## config.mk

```make
export PLATFORM = sky130hd
export DESIGN_NAME = dma_top
export DESIGN_NICKNAME = d
export VERILOG_FILES = /design/src/dma_pkg.sv /design/src/dma_chan.sv /design/src/dma_arb.sv /design/src/dma_top.sv
export SDC_FILE = /design/constraint.sdc
export NUM_CORES = 1
export LEC_CHECK = 0
export BUFFER_PORTS_ARGS = -buffer_cell sky130_fd_sc_hd__buf_2
export CAP_MARGIN = 15
export CORE_MARGIN = 2
export CORE_UTILIZATION = 54
export DETAILED_ROUTE_END_ITERATION = 6
export GPL_TIMING_DRIVEN = 0
export MAX_ROUTING_LAYER = met4
export PLACE_DENSITY_LB_ADDON = 0.3
export SLEW_MARGIN = 20
export SYNTH_ARGS = -nofsm -noshare
export SYNTH_HDL_FRONTEND = slang
export SYNTH_SLANG_ARGS = --single-unit
```

## constraint.sdc

```tcl
create_clock -name clock -period 15.8 [get_ports clock]
set_input_delay 2.37 -clock clock [delete_from_list [all_inputs] [get_ports clock]]
set_output_delay 2.37 -clock clock [all_outputs]
set_load 0.01 [all_outputs]
```

## src/dma_pkg.sv

```systemverilog
// Contract
// - Fixed priority or alternating when both pending
// - DMA beats CPU except locked/odd-word splits; code defers DMA only on cpu_lock
// - External bus hold defers DMA
// - Maskable interrupts never suspend DMA
// - CPU barred from memory while DMA owns bus
// - NMI halts all DMA activity; code blocks new transfers but lets a started deposit write finish
// - Source pointer increments, decrements or holds
// - Source access to memory or I/O
// - Destination pointer increments, decrements or holds
// - Destination access to memory or I/O
// - Byte or word transfers, matching pointer step
// - Optional interrupt after final transfer
// - Request pin may act as interrupt input
// - Terminate on count stops channel
// - Unsynchronized, source or destination paced; code gates only the start of the fetch on the request in both paced modes
// - Channel may target serial port registers
// - 20-bit pointers, 16-bit count, live updates
// - Request from pin, timer 2, serial, software
// - Fetch then deposit, eight clocks minimum; code takes nine: four fetch, one turnaround, four deposit
package dma_pkg;
    localparam int NCH  = 2;
    localparam int AW   = 20;
    localparam int DW   = 16;
    localparam int HW   = AW - DW;
    localparam int RAW  = 5;
    localparam int CH_BIT = 3;

    localparam logic [2:0] IDX_SRC_LO = 3'h0;
    localparam logic [2:0] IDX_SRC_HI = 3'h1;
    localparam logic [2:0] IDX_DST_LO = 3'h2;
    localparam logic [2:0] IDX_DST_HI = 3'h3;
    localparam logic [2:0] IDX_COUNT  = 3'h4;
    localparam logic [2:0] IDX_CTRL   = 3'h5;
    localparam logic [RAW-1:0] STATUS_ADDR = 5'h10;

    localparam int C_ARM   = 0;
    localparam int C_WORD  = 1;
    localparam int C_IEN   = 2;
    localparam int C_TC    = 3;
    localparam int C_PRI   = 4;
    localparam int C_SYNC  = 5;
    localparam int C_SSTEP = 7;
    localparam int C_SIO   = 9;
    localparam int C_DSTEP = 10;
    localparam int C_DIO   = 12;
    localparam int C_PINT  = 13;
    localparam int C_RSRC  = 14;

    localparam logic [1:0] STEP_HOLD = 2'h0;
    localparam logic [1:0] STEP_INC  = 2'h1;
    localparam logic [1:0] STEP_DEC  = 2'h2;
    localparam logic [1:0] SYNC_NONE = 2'h0;
    localparam logic [1:0] SYNC_SRC  = 2'h1;
    localparam logic [1:0] SYNC_DST  = 2'h2;
    localparam logic [1:0] RSRC_PIN  = 2'h0;
    localparam logic [1:0] RSRC_TMR  = 2'h1;
    localparam logic [1:0] RSRC_SER  = 2'h2;
    localparam logic [1:0] RSRC_SW   = 2'h3;

    localparam logic [DW-1:0] CTRL_RESET  = 16'h0000;
    localparam logic [DW-1:0] COUNT_ONE   = 16'h0001;
    localparam logic [DW-1:0] COUNT_ZERO  = 16'h0000;
    localparam logic [AW-1:0] STEP_BYTE   = 20'h00001;
    localparam logic [AW-1:0] STEP_WORD   = 20'h00002;
    localparam logic [1:0]    BUS_LAST_T  = 2'h3;

    typedef enum logic [2:0] {
        DMA_IDLE    = 3'h1,
        DMA_FETCH   = 3'h2,
        DMA_DEPOSIT = 3'h4
    } dma_state_e;
endpackage

```

## src/dma_chan.sv

```systemverilog
`timescale 1ns/1ps
module dma_chan
    import dma_pkg::*;
(
    input  wire logic          clock,
    input  wire logic          rst,
    input  wire logic          wr,
    input  wire logic [2:0]    wr_idx,
    input  wire logic [DW-1:0] wdata,
    input  wire logic          done,
    output logic [AW-1:0]      src,
    output logic [AW-1:0]      dst,
    output logic [DW-1:0]      cnt,
    output logic [DW-1:0]      ctl,
    output logic               final_xfer
);
    logic [AW-1:0] src_reg, src_next, dst_reg, dst_next, step;
    logic [DW-1:0] cnt_reg, ctl_reg;
    logic          stop_now;

    assign step       = ctl_reg[C_WORD] ? STEP_WORD : STEP_BYTE;
    assign src_next   = (ctl_reg[C_SSTEP+:2] == STEP_INC) ? src_reg + step :
                        (ctl_reg[C_SSTEP+:2] == STEP_DEC) ? src_reg - step : src_reg;
    assign dst_next   = (ctl_reg[C_DSTEP+:2] == STEP_INC) ? dst_reg + step :
                        (ctl_reg[C_DSTEP+:2] == STEP_DEC) ? dst_reg - step : dst_reg;
    assign final_xfer = done && (cnt_reg == COUNT_ONE);
    assign stop_now   = final_xfer && ctl_reg[C_TC];
    assign src = src_reg;
    assign dst = dst_reg;
    assign cnt = cnt_reg;
    assign ctl = ctl_reg;

    // Software writes take effect at once and win per register
    always_ff @(posedge clock or posedge rst) begin
        if (rst) begin
            src_reg <= '0;
            dst_reg <= '0;
            cnt_reg <= COUNT_ZERO;
            ctl_reg <= CTRL_RESET;
        end else begin
            if (wr && wr_idx == IDX_SRC_LO) begin
                src_reg[DW-1:0] <= wdata;
            end else if (wr && wr_idx == IDX_SRC_HI) begin
                src_reg[AW-1:DW] <= wdata[HW-1:0];
            end else if (done) begin
                src_reg <= src_next;
            end
            if (wr && wr_idx == IDX_DST_LO) begin
                dst_reg[DW-1:0] <= wdata;
            end else if (wr && wr_idx == IDX_DST_HI) begin
                dst_reg[AW-1:DW] <= wdata[HW-1:0];
            end else if (done) begin
                dst_reg <= dst_next;
            end
            if (wr && wr_idx == IDX_COUNT) begin
                cnt_reg <= wdata;
            end else if (done) begin
                cnt_reg <= cnt_reg - COUNT_ONE;
            end
            if (wr && wr_idx == IDX_CTRL) begin
                ctl_reg <= wdata;
            end else if (stop_now) begin
                ctl_reg[C_ARM] <= 1'b0;
            end
        end
    end
endmodule

```

## src/dma_arb.sv

```systemverilog
`timescale 1ns/1ps
module dma_arb
    import dma_pkg::*;
(
    input  wire logic           clock,
    input  wire logic           rst,
    input  wire logic [NCH-1:0] elig,
    input  wire logic [NCH-1:0] pri,
    input  wire logic           done,
    output logic                pick
);
    logic favour_reg;
    logic both;

    assign both = &elig;
    // Higher priority wins; equal priorities alternate
    assign pick = !both ? elig[1] :
                  (pri[0] != pri[1]) ? pri[1] : favour_reg;

    always_ff @(posedge clock or posedge rst) begin
        if (rst) begin
            favour_reg <= 1'b0;
        end else if (done && both && pri[0] == pri[1]) begin
            favour_reg <= ~favour_reg;
        end
    end
endmodule

```

## src/dma_top.sv

```systemverilog
// The implementer's own choices: the plain strobed port and the register addresses.
`timescale 1ns/1ps
module dma_top
    import dma_pkg::*;
(
    input  wire logic                clock,
    input  wire logic                rst,
    input  wire logic [RAW-1:0]      reg_addr,
    input  wire logic [DW-1:0]       reg_wdata,
    input  wire logic                reg_wr,
    input  wire logic                reg_rd,
    output logic [DW-1:0]            reg_rdata,
    input  wire logic [NCH-1:0]      channel_request_pin,
    input  wire logic                timer2_req,
    input  wire logic [NCH-1:0]      serial_req,
    input  wire logic                nmi,
    input  wire logic                hold_req,
    input  wire logic                cpu_lock,
    output logic                     hold_ack,
    output logic [AW-1:0]            bus_addr,
    output logic                     bus_io,
    output logic                     bus_rd,
    output logic                     bus_wr,
    output logic                     bus_byte,
    output logic [DW-1:0]            bus_wdata,
    input  wire logic [DW-1:0]       bus_rdata,
    input  wire logic                bus_ready,
    output logic                     dma_owns_bus,
    output logic [NCH-1:0]           dma_irq,
    output logic [NCH-1:0]           pin_irq
);
    import dma_pkg::*;

    dma_state_e      state_reg, state_next;
    logic [1:0]      t_reg;
    logic            ch_reg;
    logic [DW-1:0]   data_reg;
    logic [DW-1:0]   rdata_reg;
    logic [AW-1:0]   addr_reg;
    logic            io_reg, rd_reg, wr_reg, byte_reg, own_reg, hack_reg;
    logic [NCH-1:0]  irq_reg, pint_reg;

    logic [AW-1:0]   src [NCH];
    logic [AW-1:0]   dst [NCH];
    logic [DW-1:0]   cnt [NCH];
    logic [DW-1:0]   ctl [NCH];
    logic [NCH-1:0]  req, elig, pri, done_v, final_v, wr_v;
    logic            pick, done, cyc_end, can_start, abort;
    logic            in_chan_space, sel_ch;
    logic [DW-1:0]   chan_rd, status_rd;
    logic [2:0]      reg_idx;

    assign in_chan_space = (reg_addr[RAW-1] == 1'b0);
    assign sel_ch        = reg_addr[CH_BIT];
    assign reg_idx       = reg_addr[2:0];

    genvar g;
    generate
        for (g = 0; g < NCH; g++) begin : gen_ch
            logic       src_sel;
            logic [1:0] sync;
            logic [1:0] rsrc;

            assign sync = ctl[g][C_SYNC+:2];
            assign rsrc = ctl[g][C_RSRC+:2];
            // Pin routed to interrupt stops serving as a request
            assign src_sel = (rsrc == RSRC_PIN) ? (channel_request_pin[g] && !ctl[g][C_PINT]) :
                             (rsrc == RSRC_TMR) ? timer2_req :
                             (rsrc == RSRC_SER) ? serial_req[g] : 1'b1;
            assign req[g]  = (sync == SYNC_NONE) || src_sel;
            assign elig[g] = ctl[g][C_ARM] && req[g] &&
                             !(ctl[g][C_TC] && cnt[g] == COUNT_ZERO);
            assign pri[g]    = ctl[g][C_PRI];
            assign wr_v[g]   = reg_wr && in_chan_space && (sel_ch == 1'(g));
            assign done_v[g] = done && (ch_reg == 1'(g));

            dma_chan u_chan (
                .clock      (clock),
                .rst        (rst),
                .wr         (wr_v[g]),
                .wr_idx     (reg_idx),
                .wdata      (reg_wdata),
                .done       (done_v[g]),
                .src        (src[g]),
                .dst        (dst[g]),
                .cnt        (cnt[g]),
                .ctl        (ctl[g]),
                .final_xfer (final_v[g])
            );

            always_ff @(posedge clock or posedge rst) begin
                if (rst) begin
                    irq_reg[g]  <= 1'b0;
                    pint_reg[g] <= 1'b0;
                end else begin
                    irq_reg[g]  <= final_v[g] && ctl[g][C_IEN];
                    pint_reg[g] <= ctl[g][C_PINT] && channel_request_pin[g];
                end
            end
        end
    endgenerate

    dma_arb u_arb (
        .clock (clock),
        .rst   (rst),
        .elig  (elig),
        .pri   (pri),
        .done  (done),
        .pick  (pick)
    );

    // Maskable interrupts are not an input here, so they never gate DMA
    assign can_start = (|elig) && !nmi && !hold_req && !cpu_lock;
    assign cyc_end   = (t_reg == BUS_LAST_T) && bus_ready;
    assign abort     = nmi;
    assign done      = (state_reg == DMA_DEPOSIT) && wr_reg && cyc_end;

    always_comb begin
        state_next = state_reg;
        case (state_reg)
            DMA_IDLE: begin
                if (can_start) begin
                    state_next = DMA_FETCH;
                end
            end
            DMA_FETCH: begin
                if (cyc_end) begin
                    state_next = abort ? DMA_IDLE : DMA_DEPOSIT;
                end
            end
            DMA_DEPOSIT: begin
                if (done || (abort && !wr_reg)) begin
                    state_next = DMA_IDLE;
                end
            end
            default: state_next = DMA_IDLE;
        endcase
    end

    // Fetch from source, then deposit at destination
    always_ff @(posedge clock or posedge rst) begin
        if (rst) begin
            state_reg <= DMA_IDLE;
            t_reg     <= 2'h0;
            ch_reg    <= 1'b0;
            data_reg  <= '0;
            addr_reg  <= '0;
            io_reg    <= 1'b0;
            rd_reg    <= 1'b0;
            wr_reg    <= 1'b0;
            byte_reg  <= 1'b0;
        end else begin
            state_reg <= state_next;
            case (state_reg)
                DMA_IDLE: begin
                    t_reg <= 2'h0;
                    if (can_start) begin
                        ch_reg   <= pick;
                        addr_reg <= src[pick];
                        io_reg   <= ctl[pick][C_SIO];
                        byte_reg <= !ctl[pick][C_WORD];
                        rd_reg   <= 1'b1;
                    end
                end
                DMA_FETCH: begin
                    if (cyc_end) begin
                        t_reg    <= 2'h0;
                        rd_reg   <= 1'b0;
                        data_reg <= bus_rdata;
                    end else if (t_reg != BUS_LAST_T) begin
                        t_reg <= t_reg + 2'h1;
                    end
                end
                DMA_DEPOSIT: begin
                    if (!wr_reg) begin
                        if (!hold_req && !abort) begin
                            addr_reg <= dst[ch_reg];
                            io_reg   <= ctl[ch_reg][C_DIO];
                            wr_reg   <= 1'b1;
                        end
                    end else if (cyc_end) begin
                        t_reg  <= 2'h0;
                        wr_reg <= 1'b0;
                    end else if (t_reg != BUS_LAST_T) begin
                        t_reg <= t_reg + 2'h1;
                    end
                end
                default: begin
                    t_reg  <= 2'h0;
                    rd_reg <= 1'b0;
                    wr_reg <= 1'b0;
                end
            endcase
        end
    end

    always_ff @(posedge clock or posedge rst) begin
        if (rst) begin
            own_reg  <= 1'b0;
            hack_reg <= 1'b0;
        end else begin
            own_reg  <= (state_next != DMA_IDLE);
            hack_reg <= hold_req && (state_next == DMA_IDLE);
        end
    end

    assign chan_rd = (reg_idx == IDX_SRC_LO) ? src[sel_ch][DW-1:0] :
                     (reg_idx == IDX_SRC_HI) ? {{(DW-HW){1'b0}}, src[sel_ch][AW-1:DW]} :
                     (reg_idx == IDX_DST_LO) ? dst[sel_ch][DW-1:0] :
                     (reg_idx == IDX_DST_HI) ? {{(DW-HW){1'b0}}, dst[sel_ch][AW-1:DW]} :
                     (reg_idx == IDX_COUNT)  ? cnt[sel_ch] :
                     (reg_idx == IDX_CTRL)   ? ctl[sel_ch] : '0;
    assign status_rd = {8'h00, ch_reg, state_reg, elig, ctl[1][C_ARM], ctl[0][C_ARM]};

    always_ff @(posedge clock or posedge rst) begin
        if (rst) begin
            rdata_reg <= '0;
        end else if (reg_rd) begin
            rdata_reg <= in_chan_space ? chan_rd :
                         (reg_addr == STATUS_ADDR) ? status_rd : '0;
        end else begin
            rdata_reg <= '0;
        end
    end

    assign reg_rdata    = rdata_reg;
    assign bus_addr     = addr_reg;
    assign bus_io       = io_reg;
    assign bus_rd       = rd_reg;
    assign bus_wr       = wr_reg;
    assign bus_byte     = byte_reg;
    assign bus_wdata    = data_reg;
    assign dma_owns_bus = own_reg;
    assign hold_ack     = hack_reg;
    assign dma_irq      = irq_reg;
    assign pin_irq      = pint_reg;
endmodule

```

# Yosys cells after proc, flatten, opt, wreduce, memory -nomap -nowiden
# Cells that the tools add are included.
[totals]
regBits = 213
inputBits = 50
output_inout_bits = 62
wordCells = 293
[classes]
add_sub_neg = 11
order_cmp = 3
n_eq_ne = 38
mux = 99
bitwise_logic = 12
reduce_logical = 99
[ops]
columns = ["operator", "count"]
rows = [
  ["2-to-1 mux 20 bit", 27],
  ["2-to-1 mux 16 bit", 26],
  ["adder 20 bit", 4],
  ["subtractor 20 bit", 4],
  ["logical AND 1 bit", 44],
  ["one-hot mux 20 bit (2 select lines)", 1],
  ["2-to-1 mux 13 bit", 3],
  ["equality test 16 x 1 -> 1 bit (second input constant)", 2],
  ["zero test 16 bit", 2],
  ["subtractor 16 x 1 -> 16 bit (second input constant)", 2],
  ["2-to-1 mux 10 bit", 3],
  ["AND reduction 3 bit", 9],
  ["nonzero test 2 bit", 13],
  ["nonzero test 3 bit", 8],
  ["2-to-1 mux 1 bit", 20],
  ["2-to-1 mux 4 bit", 4],
  ["equality test 2 bit (second input constant)", 7],
  ["equality test 2 x 1 -> 1 bit (second input constant)", 6],
  ["2-to-1 mux 3 bit", 4],
  ["2-to-1 mux 2 bit", 5],
  ["!= test 2 x 1 -> 1 bit (second input constant)", 5],
  ["!= test 2 bit (second input constant)", 5],
  ["equality test 3 x 1 -> 1 bit (second input constant)", 3],
  ["equality test 3 x 2 -> 1 bit (second input constant)", 3],
  ["other kinds (21)", 52],
]

# Logic depth before layout (Yosys ltp)
# Gate-level depths: netlist (run 1).
[logic_depth]
depth_word = 15
depth_mapped = 13
depth_no_buf = 13

# Hierarchy
# A second synthesis (run 1) with hierarchy kept.
[unflattened]
hier_cells = 1739
area_unflattened_um2 = 15544.9
[modules_own_cells]
columns = ["module", "instances", "cells_per_inst", "area_per_inst_um2", "seq_area_each_um2"]
rows = [
  ["dma_top", 1, 568, 5321.4, 1702.9],
  ["dma_chan at gen_ch[1].u_chan", 1, 587, 5113.7, 1801.7],
  ["dma_chan at gen_ch[0].u_chan", 1, 575, 5031.1, 1801.7],
  ["dma_arb", 1, 9, 78.8, 25.0],
]

# Worst setup path after synthesis (run 1)
# Ideal clock, no wire load.
[synth_timing]
kind = "input -> register"
from = "input port reg_addr[2]"
to = "register gen_ch[0].u_chan.ctl_reg[15]"
setup_time_ps = 125
arrival_ps = 4271
required_time_ps = 15675
path_slack_ps = 11404
cell_stages = 7
n_path_buf = 3
path_cell_list = "clkbuf_1 > inv_1 > or3_1 > nor2b_1 > clkbuf_1 > clkbuf_1 > mux2_2"
[synth_between]
elab_chain_cells = 2
[synth_lines]
columns = ["item", "line_no", "text"]
rows = [
  ["start: declaration", "dma_top.sv:8", "input wire logic [RAW-1:0] reg_addr,"],
  ["equality test 3 bit", "dma_chan.sv:60", "if (wr && wr_idx == IDX_CTRL) begin"],
  ["logical AND 1 bit", "dma_chan.sv:60", ""],
  ["end signal: assignment", "dma_chan.sv:61", "ctl_reg <= wdata;"],
  ["end: declaration", "dma_chan.sv:18", "logic [DW-1:0] cnt_reg, ctl_reg;"],
]
# Every way passes these cells.
# A chain may end at the register's enable or synchronous reset.

# Worst setup path after layout (run 1)
[layout_timing]
from = "input port reg_addr[3]"
to = "register rdata_reg[11], in the netlist reg_rdata[11]"
[layout_between]
elab_chain_cells = 12
elab_cells_between_ends = 21
classes_between = "20 x mux; 1 x bitwise"
[layout_lines]
columns = ["item", "line_no", "text"]
rows = [
  ["NOT 1 -> 2 bit (not written as such) (*)", "-", ""],
  ["2-to-1 mux 16 bit (not written as such) (3 in series)", "dma_top.sv:212", "(reg_idx == IDX_CTRL) ? ctl[sel_ch] : '0;"],
  ["2-to-1 mux 16 bit", "dma_top.sv:212", ""],
  ["2-to-1 mux 16 bit", "dma_top.sv:211", "(reg_idx == IDX_COUNT) ? cnt[sel_ch] :"],
  ["2-to-1 mux 16 bit", "dma_top.sv:210", "(reg_idx == IDX_DST_HI) ? {{(DW-HW){1'b0}}, dst[sel_ch][AW-1:DW]} :"],
  ["2-to-1 mux 16 bit", "dma_top.sv:209", "(reg_idx == IDX_DST_LO) ? dst[sel_ch][DW-1:0] :"],
  ["2-to-1 mux 16 bit", "dma_top.sv:208", "(reg_idx == IDX_SRC_HI) ? {{(DW-HW){1'b0}}, src[sel_ch][AW-1:DW]} :"],
  ["2-to-1 mux 16 bit (*)", "dma_top.sv:207", "assign chan_rd = (reg_idx == IDX_SRC_LO) ? src[sel_ch][DW-1:0] :"],
  ["2-to-1 mux 16 bit (*)", "dma_top.sv:219", "rdata_reg <= in_chan_space ? chan_rd :"],
  ["2-to-1 mux 16 bit (*)", "dma_top.sv:218", "end else if (reg_rd) begin"],
  ["end signal: assignment", "dma_top.sv:219", ""],
  ["end: declaration", "dma_top.sv:38", "logic [DW-1:0] rdata_reg;"],
]
# Mark *: on every way between the ends. The rest lies on a longest branch, timed or not. The select of a mux whose other input is x is not followed.

==> qor.yml, run 1 <==
run_status:
  status: "finished, final reports clean"
synthesis:
  synth_adder_area_share: 0.0768
  synth.top_cell.area_share: 0.361
  ys_ff_latch: 213
  synth_edf_count: 0
  syn_inst: 1603
  synthMuxAreaShare: 0.160
  synth_compound_area_frac: 0.175
  synthXorXnorAreaFrac: 0.0554
  synth_common_cells: "dfrtp_1 (212), a21oi_1 (160), nor2_1 (150), mux2i_1 (149), o21ai_0 (127)"
  seq_area_frac_synth: 0.363
  yosysWarnings: 0
  yosysMostFrequentCell: "dfrtp_1"
  synthDistinctLibCells: 69
  post_synth_and_or_nand_nor_area_fraction: 0.135
  syn_area_per_cell_sq_um: 9.17
  yosys-top-cells-area: "dfrtp_1 (36%), mux2i_1 (10%), ha_1 (7.1%)"
  async_flop_share: 1.00
  synth_top_family_by_area: "compound AO/OA/AOI/OAI gates"
  synth-main-ff-cell: "dfrtp_1"
  yosysTopAreaCell: "dfrtp_1"
  syn_area_sq_mm: 0.0147
  synth.net_count: 1740
critical_path:
  endpoint: "reg_rdata[11]"
  r2r_setup_slack_ns: 11.11
  r2r_end: "gen_ch[0].u_chan.dst[18]"
  crit_type: "in -> reg"
  reg2reg_depth: 13
  cp-start-kind: "input pin"
  critPathLaunch: "reg_addr[3]"
  required_ns: 16.28
  arrival_ns: 5.90
  cp-end-kind: "flop"
  r2r_start: "gen_ch[0].u_chan.ctl[11]"
  cp_max_fo: 10
drt:
  num_vias: 13100
  routed_wl_microns: 46500
  drt-vias-per-instance: 6.27
  drt_first_iter_violations: 1236
  wire_per_inst_microns: 22.2
  dr.pass1.iters: 5
  drc_errors: 0
  ant_nets: 0
final_layout:
  syn_to_final_growth_pct: 12.5
  fin_area_sq_mm: 0.0165
  drive_gt1_frac: 0.133
  postLayoutCoreUtil: 0.617
  nFillCells: 2293
  final_nets: 1867
timing:
  skew_ns: 0.0331
  period_needed_ns: 5.42
  tightest_slew_ns: 0.993
  whs_ns: 0.489
  setup_viol: 0
  hold_viol: 0
  post-route-period-util: 0.343
  max_freq_mhz: 185
  slew_violations: 0
  finalSetupTns_ns: 0
  slew_headroom: 0.335
  grt_setup_unrepaired: "false"
clock_network:
  cts_hold_buf: 0
  htreeDepth: 1
  cts.sinks: 213
  root_buffer: "clkbuf_16"
  cts_tree: "built"
  numCtsBuffers: 26
  cts_buffer_depth: 3
  post_cts_buffers: 0
  cts_resized: 0
  path_clk_slew_ns: 0.06
  clock_latency_ns: 0.56
floorplanning:
  die-area_sq_mm: 0.0285
  die-width_microns: 169
  io_pins: 112
  rows: 60
  start_util: 0.548
  fp.dieH_microns: 169
  core_area_sq_mm: 0.0268
global_routing:
  grt_pass1_wl_microns: 71800
  grt_use_total: 0.335
  grt_overflow: 0
  grt_max_degree: 99
  antenna_found_initial: 2
  grt_pass1_vias: 12600
hold_path:
  hold_path_class: "reg -> reg"
  min_from: "u_arb.favour_reg"
placement:
  dp_hpwl_microns: 34300
  gp_congestion: 1.03
  dpl-instance-area_sq_mm: 0.0157
  port_buffers: 97
power:
  p_total_mw: 2.85
  power.density_mw_per_mm2: 173
  peakVddDrop_mv: 0.0997
  p_leak_nw: 7.59
flow_run:
  max_cap_violations: 0
[final cells by class]
cell class                      instances  area, sq um  area share
Clock inverter                          9          106     0.00643
Sequential cell                       213         5330       0.323
Antenna cell                            2         5.00    0.000303
Inverter                               40          158     0.00954
Timing Repair Buffer                   99          541      0.0327
Multi-Input combinational cell       1261         8850       0.536
Buffer                                 89          363      0.0220
Tap cell                              341          427      0.0258
Clock buffer                           38          746      0.0451
[power by group]
group	total (mW)	switching, mW	internal (mW)
sequential	0.846	0.167	0.679
clock	0.602	0.243	0.359
combinational	1.41	0.775	0.632
[layout by cell type (no fill, tap or decap), types with 7 or more instances in the layout]
master     count
a211oi_1      13
a21o_1        17
a21oi_1      160
a221oi_1      14
a22oi_1        8
a31oi_1       13
and2_1        10
and3_1        11
buf_1         21
buf_2        102
clkbuf_1      67
clkbuf_16     26
dfrtp_1      212
ha_1          83
inv_1         39
mux2_2        68
mux2i_1      149
nand2_1      124
nand2b_1      20
nand3_1       21
nor2_1       150
nor2b_1       13
nor3_1        31
nor4_1         9
o211a_1        7
o211ai_1      10
o21a_1        12
o21ai_0      127
o21bai_1      11
o22ai_1        7
or3_1         11
xnor2_1       58
xor2_1        35
[cell families (layout without fill, tap and decap cells)]
family	after synthesis	in the layout
xor gates and xnor gates	93	93
muxes	221	221
DFF	213	213
buffers and inverters	129	275
adders and majority gates	88	88
and+or+nand+nor	428	428
AOI/OAI and AO/OA	431	431
other	0	2
[per-stage QoR]
stage / setup WS, ns / cells
after floorplan: 7.61 / 1603
after global placement: 5.09 / 2041
after detailed placement: 9.97 / 2043
after CTS: 10.49 / 2090
after global routing: 10.41 / 2092
final: 10.38 / 2092
[routing by layer]
| metal | vias up | routed length, microns | global-route usage |
|---|---|---|---|
| met3 | 140 | 3110 | 0.0463 |
| met2 | 539 | 20700 | 0.516 |
| met1 | 6389 | 19900 | 0.439 |
| met4 | 0 | 2670 | 0.160 |
| li1 | 6049 | - | - |
| met5 | - | 0 | - |
[worst min path at each step]
| stage | endpoint | slack [ns] | cells after the start |
|---|---|---|---|
| after floorplan | u_arb.favour_reg | 0.44 | 1 |
| after global placement | bus_byte | 0.47 | 2 |
| after detailed placement | u_arb.favour_reg | 0.47 | 1 |
| after CTS | u_arb.favour_reg | 0.48 | 1 |
| after global routing | u_arb.favour_reg | 0.50 | 1 |
| final | u_arb.favour_reg | 0.49 | 1 |
[critical path, cell delays in order]
cell      delay [ns]
buf_2           0.12
buf_1           0.63
clkbuf_1        0.77
buf_1           0.68
mux2i_1         0.20
a221oi_1        0.79
o211a_1         0.30
Note: power is estimated with default switching activity, not from simulation.
==> inputs of run 2 (changes only) <==
--- a/config.mk
+++ b/config.mk
@@ -5,6 +5,7 @@
 export SDC_FILE = /design/constraint.sdc
 export NUM_CORES = 1
 export LEC_CHECK = 0
+export ABC_AREA = 1
 export BUFFER_PORTS_ARGS = -buffer_cell sky130_fd_sc_hd__buf_2
 export CAP_MARGIN = 15
 export CORE_MARGIN = 2
==> constraint.sdc (replaced) <==
create_clock -name clock -period 4.5 [get_ports clock]
set_input_delay 0.675 -clock clock [delete_from_list [all_inputs] [get_ports clock]]
set_output_delay 0.675 -clock clock [all_outputs]
set_load 0.01 [all_outputs]
==> run 2 against run 1 <==
Sequential power rose to 3.8 times the previous value. Critical path depth rose by 8. Via count rose by 39%. Global-route usage rose by 9.5 points. Power rose to 3.9 times the previous value. Count of clock-buffer cells in the layout fell by 5. Combinational power rose to 4.2 times the previous value.
==> qor.yml, run 2 <==
clock_network:
  cts_tree: "built"
  cts.sinks: 213
  path_clk_slew_ns: 0.06
  cts_buffer_depth: 3
  cts_resized: 0
  htreeDepth: 1
  cts_hold_buf: 0
  post_cts_buffers: 0
  root_buffer: "clkbuf_16"
  clock_latency_ns: 0.54
  numCtsBuffers: 26
drt:
  drc_errors: 0
  wire_per_inst_microns: 21.8
  ant_nets: 0
  num_vias: 18300
  drt-vias-per-instance: 6.03
  routed_wl_microns: 66100
  drt_first_iter_violations: 1896
  dr.pass1.iters: 6
timing:
  skew_ns: 0.0148
  post-route-period-util: 0.708
  slew_headroom: 0.227
  setup_viol: 0
  finalSetupTns_ns: 0
  slew_violations: 0
  period_needed_ns: 3.19
  grt_setup_unrepaired: "false"
  max_freq_mhz: 314
  hold_viol: 0
  tightest_slew_ns: 1.16
run_status:
  status: "finished, final reports clean"
global_routing:
  grt_pass1_wl_microns: 99400
  grt_pass1_vias: 16800
  antenna_found_initial: 1
  grt_use_total: 0.430
  grt_max_degree: 35
  grt_overflow: 0
synthesis:
  yosys-top-cells-area: "dfrtp_1 (32%), nand2_1 (17%), nor2_1 (6.4%)"
  syn_area_per_cell_sq_um: 6.63
  synthDistinctLibCells: 55
  async_flop_share: 1.00
  yosysMostFrequentCell: "nand2_1"
  synth.top_cell.area_share: 0.324
  synth_common_cells: "nand2_1 (731), nor2_1 (279), inv_1 (232), dfrtp_1 (212), a21oi_1 (188)"
  synth_edf_count: 0
  ys_ff_latch: 213
  synth.net_count: 2607
  syn_area_sq_mm: 0.0164
  seq_area_frac_synth: 0.325
  synth-main-ff-cell: "dfrtp_1"
  yosysTopAreaCell: "dfrtp_1"
  yosysWarnings: 0
  syn_inst: 2470
placement:
  dpl-instance-area_sq_mm: 0.0176
  dp_hpwl_microns: 51600
  gp_congestion: 1.10
  port_buffers: 110
critical_path:
  cp-end-kind: "flop"
  reg2reg_depth: 15
  r2r_setup_slack_ns: 1.31
  r2r_start: "gen_ch[0].u_chan.ctl[8]"
  r2r_end: "gen_ch[0].u_chan.src[12]"
  critPathLaunch: "gen_ch[0].u_chan.ctl[8]"
  cp-start-kind: "flop"
  endpoint: "gen_ch[0].u_chan.src[12]"
  cp_max_fo: 17
  crit_type: "reg -> reg"
  arrival_ns: 3.61
  required_ns: 4.92
power:
  pwr-share-comb: 0.523
  p_total_mw: 11.2
  switching_share: 0.491
  pwr-share-clk: 0.194
  seqPwrFrac: 0.283
  p_int_mw: 5.72
  power.density_mw_per_mm2: 608
  p_leak_nw: 9.60
  peakVddDrop_mv: 0.440
  power.switching_mw: 5.52
floorplanning:
  core_area_sq_mm: 0.0298
  die-area_sq_mm: 0.0318
  io_pins: 112
  fp.dieH_microns: 178
  rows: 63
  die-width_microns: 178
  start_util: 0.550
final_layout:
  final_nets: 2752
  fin_area_sq_mm: 0.0185
  layout_commonest_cell: "nand2_1"
  final_cell_mix: "nand2_1 (731), nor2_1 (279), inv_1 (231)"
  syn_to_final_growth_pct: 12.7
  postLayoutCoreUtil: 0.620
  drive_gt1_frac: 0.100
hold_path:
  hold_path_class: "in -> async"
flow_run:
  max_cap_violations: 0
## run 2: worst min path at each step
stage	end	startpoint	slack, ns
after floorplan	u_arb.favour_reg	u_arb.favour_reg	0.45
after global placement	bus_wdata[8]	bus_wdata[8]	0.45
after detailed placement	bus_wdata[13]	bus_wdata[13]	0.45
after CTS	reg_rdata[7]	rst	0.23
after global routing	t_reg[0]	rst	0.27
final	gen_ch[1].u_chan.dst[12]	rst	0.22
## run 2: routing by layer
metal | vias up | wire [microns] | track usage | part of all wire
li1 | 8501 | - | - | -
met1 | 8472 | 27000 | 0.568 | 0.41
met2 | 1039 | 27300 | 0.626 | 0.41
met3 | 248 | 7090 | 0.0748 | 0.11
met4 | 0 | 4670 | 0.243 | 0.071
met5 | - | 0 | - | 0
## run 2: final cells by class
type                    count  area, sq um
plain buffers              77          382
multi-input cells        1920         9690
well taps                 390          488
clock buffers              33          718
flip-flops and latches    213         5330
repair buffers            117          706
clock inverters            13          156
diodes                      3         7.51
fillers                  2846        11300
inverters                 260          982
## run 2: worst max-delay path, cell delays in order, from the launching register on
cell and delay, ns:
dfrtp_1 0.41, nor2_1 0.46, inv_1 0.46, ha_1 0.48
a21oi_1 0.21, nand2_1 0.11, nand2_1 0.08, nand2_1 0.16
nand2_1 0.13, nand2_1 0.09, nand2_1 0.10, nand2_1 0.05
nand2_1 0.05, nand3_1 0.13, nand2_1 0.09, nand2_1 0.04
## run 2: stage by stage
step                cells  setup WS, ns  hold WS [ns]
global placement     2970        -0.313         0.448
detailed placement   2977          1.41         0.454
floorplan            2470          1.06         0.446
CTS                  3023          1.41         0.228
global route         3024          1.17         0.265
finish               3026          1.31         0.221
## run 2: cell families after synthesis
| group | after synthesis | synth area share |
|---|---|---|
| AOI/OAI and AO/OA | 507 | 0.175 |
| DFF | 213 | 0.325 |
| adders and majority gates | 87 | 0.0683 |
| xor gates and xnor gates | 32 | 0.0171 |
| and+or+nand+nor | 1294 | 0.331 |
| buffers and inverters | 337 | 0.0830 |
## run 2: power by group through the flow
| stage | combinational [mW] | sequential (mW) | clock, mW |
|---|---|---|---|
| final | 5.87 | 3.18 | 2.18 |
| after global placement | 5.59 | 3.14 | 0 |
| after CTS | 5.73 | 3.12 | 2.19 |
| after detailed placement | 5.69 | 3.15 | 0 |
| after floorplan | 4.21 | 2.82 | 0 |
| after global routing | 6.61 | 3.18 | 2.27 |
==> inputs of run 3 (changes only) <==
--- a/config.mk
+++ b/config.mk
@@ -5,7 +5,7 @@
 export SDC_FILE = /design/constraint.sdc
 export NUM_CORES = 1
 export LEC_CHECK = 0
-export ABC_AREA = 1
+export ABC_AREA = 0
 export BUFFER_PORTS_ARGS = -buffer_cell sky130_fd_sc_hd__buf_2
 export CAP_MARGIN = 15
 export CORE_MARGIN = 2
==> constraint.sdc (replaced) <==
create_clock -name clock -period 2.9 [get_ports clock]
set_input_delay 0.435 -clock clock [delete_from_list [all_inputs] [get_ports clock]]
set_output_delay 0.435 -clock clock [all_outputs]
set_load 0.01 [all_outputs]
==> run 3 against run 2 <==
The run now ends with negative setup slack left. Clock power is 48% higher. Largest power group unchanged. Non-clock buffer count is 101 higher. Wire length is 23% lower. Critical endpoint is now gen_ch[0].u_chan.dst[18]. Via count is 24% lower. Power is 61% higher. Sequential power is 48% higher.
==> qor.yml, run 3 (synthesized netlist as in run 1, its figures left out) <==
drt:
  drt-vias-per-instance: 6.28
  ant_nets: 0
  drc_errors: 0
  drt_first_iter_violations: 1571
  routed_wl_microns: 51100
  dr.pass1.iters: 6
  num_vias: 13800
  wire_per_inst_microns: 23.2
critical_path:
  cp-start-kind: "flop"
  cp_num_buf_inv: 2
  path_cells: "nand2b_4 > buf_4 > buf_12 > ha_1 > a21oi_1 > o221ai_1 > o21bai_4 > a221oi_4 > o311ai_4 > a311o_1 > a21oi_2 > xor2_1 > o31ai_1"
  cp-end-kind: "flop"
  required_ns: 3.31
  crit_slowest_cell: "dfrtp_2"
  crit_type: "reg -> reg"
  timing.critical_path.max_delay_family: "compound AO/OA/AOI/OAI gates"
  arrival_ns: 3.68
  cp_max_fo: 6
  max_stage_delay_ns: 0.45
timing:
  setup_slack_ns: -0.370
  max_freq_mhz: 306
  slew_violations: 0
  skew_ns: 0.0235
  finalSetupTns_ns: -8.93
  post-route-period-util: 1.13
  tightest_slew_ns: 1.04
  slew_headroom: 0.307
  period_needed_ns: 3.27
  hold_viol: 0
  setup_viol: 38
  grt_setup_unrepaired: "true"
power:
  switching_share: 0.418
  power.switching_mw: 7.56
  seqPwrFrac: 0.260
  pwr-share-comb: 0.562
  power.density_mw_per_mm2: 976
  peakVddDrop_mv: 0.505
  pwr-share-clk: 0.178
  p_leak_nw: 8.39
  p_int_mw: 10.5
  p_total_mw: 18.1
run_status:
  status: "finished, violations left"
  violations: "negative setup slack"
final_layout:
  postLayoutCoreUtil: 0.691
  nFillCells: 2066
  syn_to_final_growth_pct: 26.1
  drive_gt1_frac: 0.258
  final_nets: 1976
  final_cell_mix: "dfrtp_1 (205), a21oi_1 (146), nor2_1 (146)"
  seq_area_sq_mm: 0.00534
  layout_commonest_cell: "dfrtp_1"
  multiInputGateArea_sq_mm: 0.00982
  fin_cells: 2199
  antenna_cells: 0
placement:
  dp_cells: 2048
  port_buffers: 97
  dp_hpwl_microns: 35100
  gp_congestion: 0.999
clock_network:
  cts_tree: "built"
  root_buffer: "clkbuf_16"
  htreeDepth: 1
  clock_latency_ns: 0.55
  cts.sinks: 213
  numCtsBuffers: 26
  cts_buffer_depth: 3
  path_clk_slew_ns: 0.06
floorplanning:
  start_util: 0.548
  rows: 60
  die-area_sq_mm: 0.0285
  fp.dieH_microns: 169
  io_pins: 112
  die-width_microns: 169
  core_area_sq_mm: 0.0268
global_routing:
  grt_pass1_wl_microns: 76700
  met1_usage: 0.472
  top_usage_layer: "met2"
  use_met3: 0.0552
  grtUsageMet2: 0.558
  grt_max_degree: 34
  grt_pass1_vias: 13100
  grt_use_total: 0.360
  grt_overflow: 0
  antenna_found_initial: 0
flow_run:
  max_cap_violations: 0
hold_path:
  hold_path_class: "in -> reg"
[run 3: path summary, 6_finish.rpt]
check                                    startpoint                  endpoint  slack (ns)  cells past startpoint
max                        gen_ch[0].u_chan.ctl[11]  gen_ch[0].u_chan.dst[18]       -0.37                     13
min                                    bus_rdata[9]              bus_wdata[9]        0.11                      2
max reg2reg                gen_ch[0].u_chan.ctl[11]  gen_ch[0].u_chan.dst[18]       -0.37                     13
min reg2reg                                bus_byte                  bus_byte        0.48                      2
max in group asynchronous                       rst  gen_ch[1].u_chan.src[11]        1.34                      7
min in group asynchronous                       rst              bus_wdata[9]        0.38                      3
[run 3: worst register-to-register path: cells and delay by family (launching register included)]
kind	cells	cell delay, ns
AO/OA/AOI/OAI	8	1.68
flip-flops	1	0.45
adder cells (fa/ha/maj)	1	0.34
buffers and inverters	2	0.30
AND/OR/NAND/NOR	1	0.18
XOR/XNOR	1	0.17
[run 3: cell type report]
cell class	count	area share
timing repair buffer	207	0.0820
buffer	88	0.0232
multi-input combinational	1263	0.530
sequential	213	0.288
inverter	40	0.00905
clock buffer	38	0.0402
clock inverter	9	0.00452
tap	341	0.0230
[run 3: timing repair]
item | in CTS | in global routing
hold endpoints to repair | 5 | 0
hold buffers | 1 | 0
gates cloned | 5 | 0
pin swaps | 48 | 59
buffers inserted | 66 | 38
gates resized for setup | 140 | 92
setup endpoints to repair | 127 | 107
[run 3: metal layers]
layer,part of all wire,routed length [microns]
met1,0.42,21400
met5,0,0
met4,0.054,2740
met2,0.46,23400
met3,0.069,3540
[run 3: per-stage QoR]
stage	hold WS [ns]	setup slack (ns)	instance area, sq um
detailed placement	0.390	-1.07	15900
floorplan	0.444	-0.304	14800
CTS	0.0999	-0.252	17900
finish	0.112	-0.370	18500
global placement	0.467	-1.69	15700
global route	0.109	-0.492	18500
[run 3: power by group through the flow]
stage	Combinational [mW]	Clock, mW	Sequential, mW
after floorplan	6.11	0	4.37
after global placement	7.44	0	4.62
after detailed placement	7.70	0	4.64
after CTS	8.94	3.22	4.63
after global routing	11.1	3.34	4.76
final	10.2	3.22	4.70
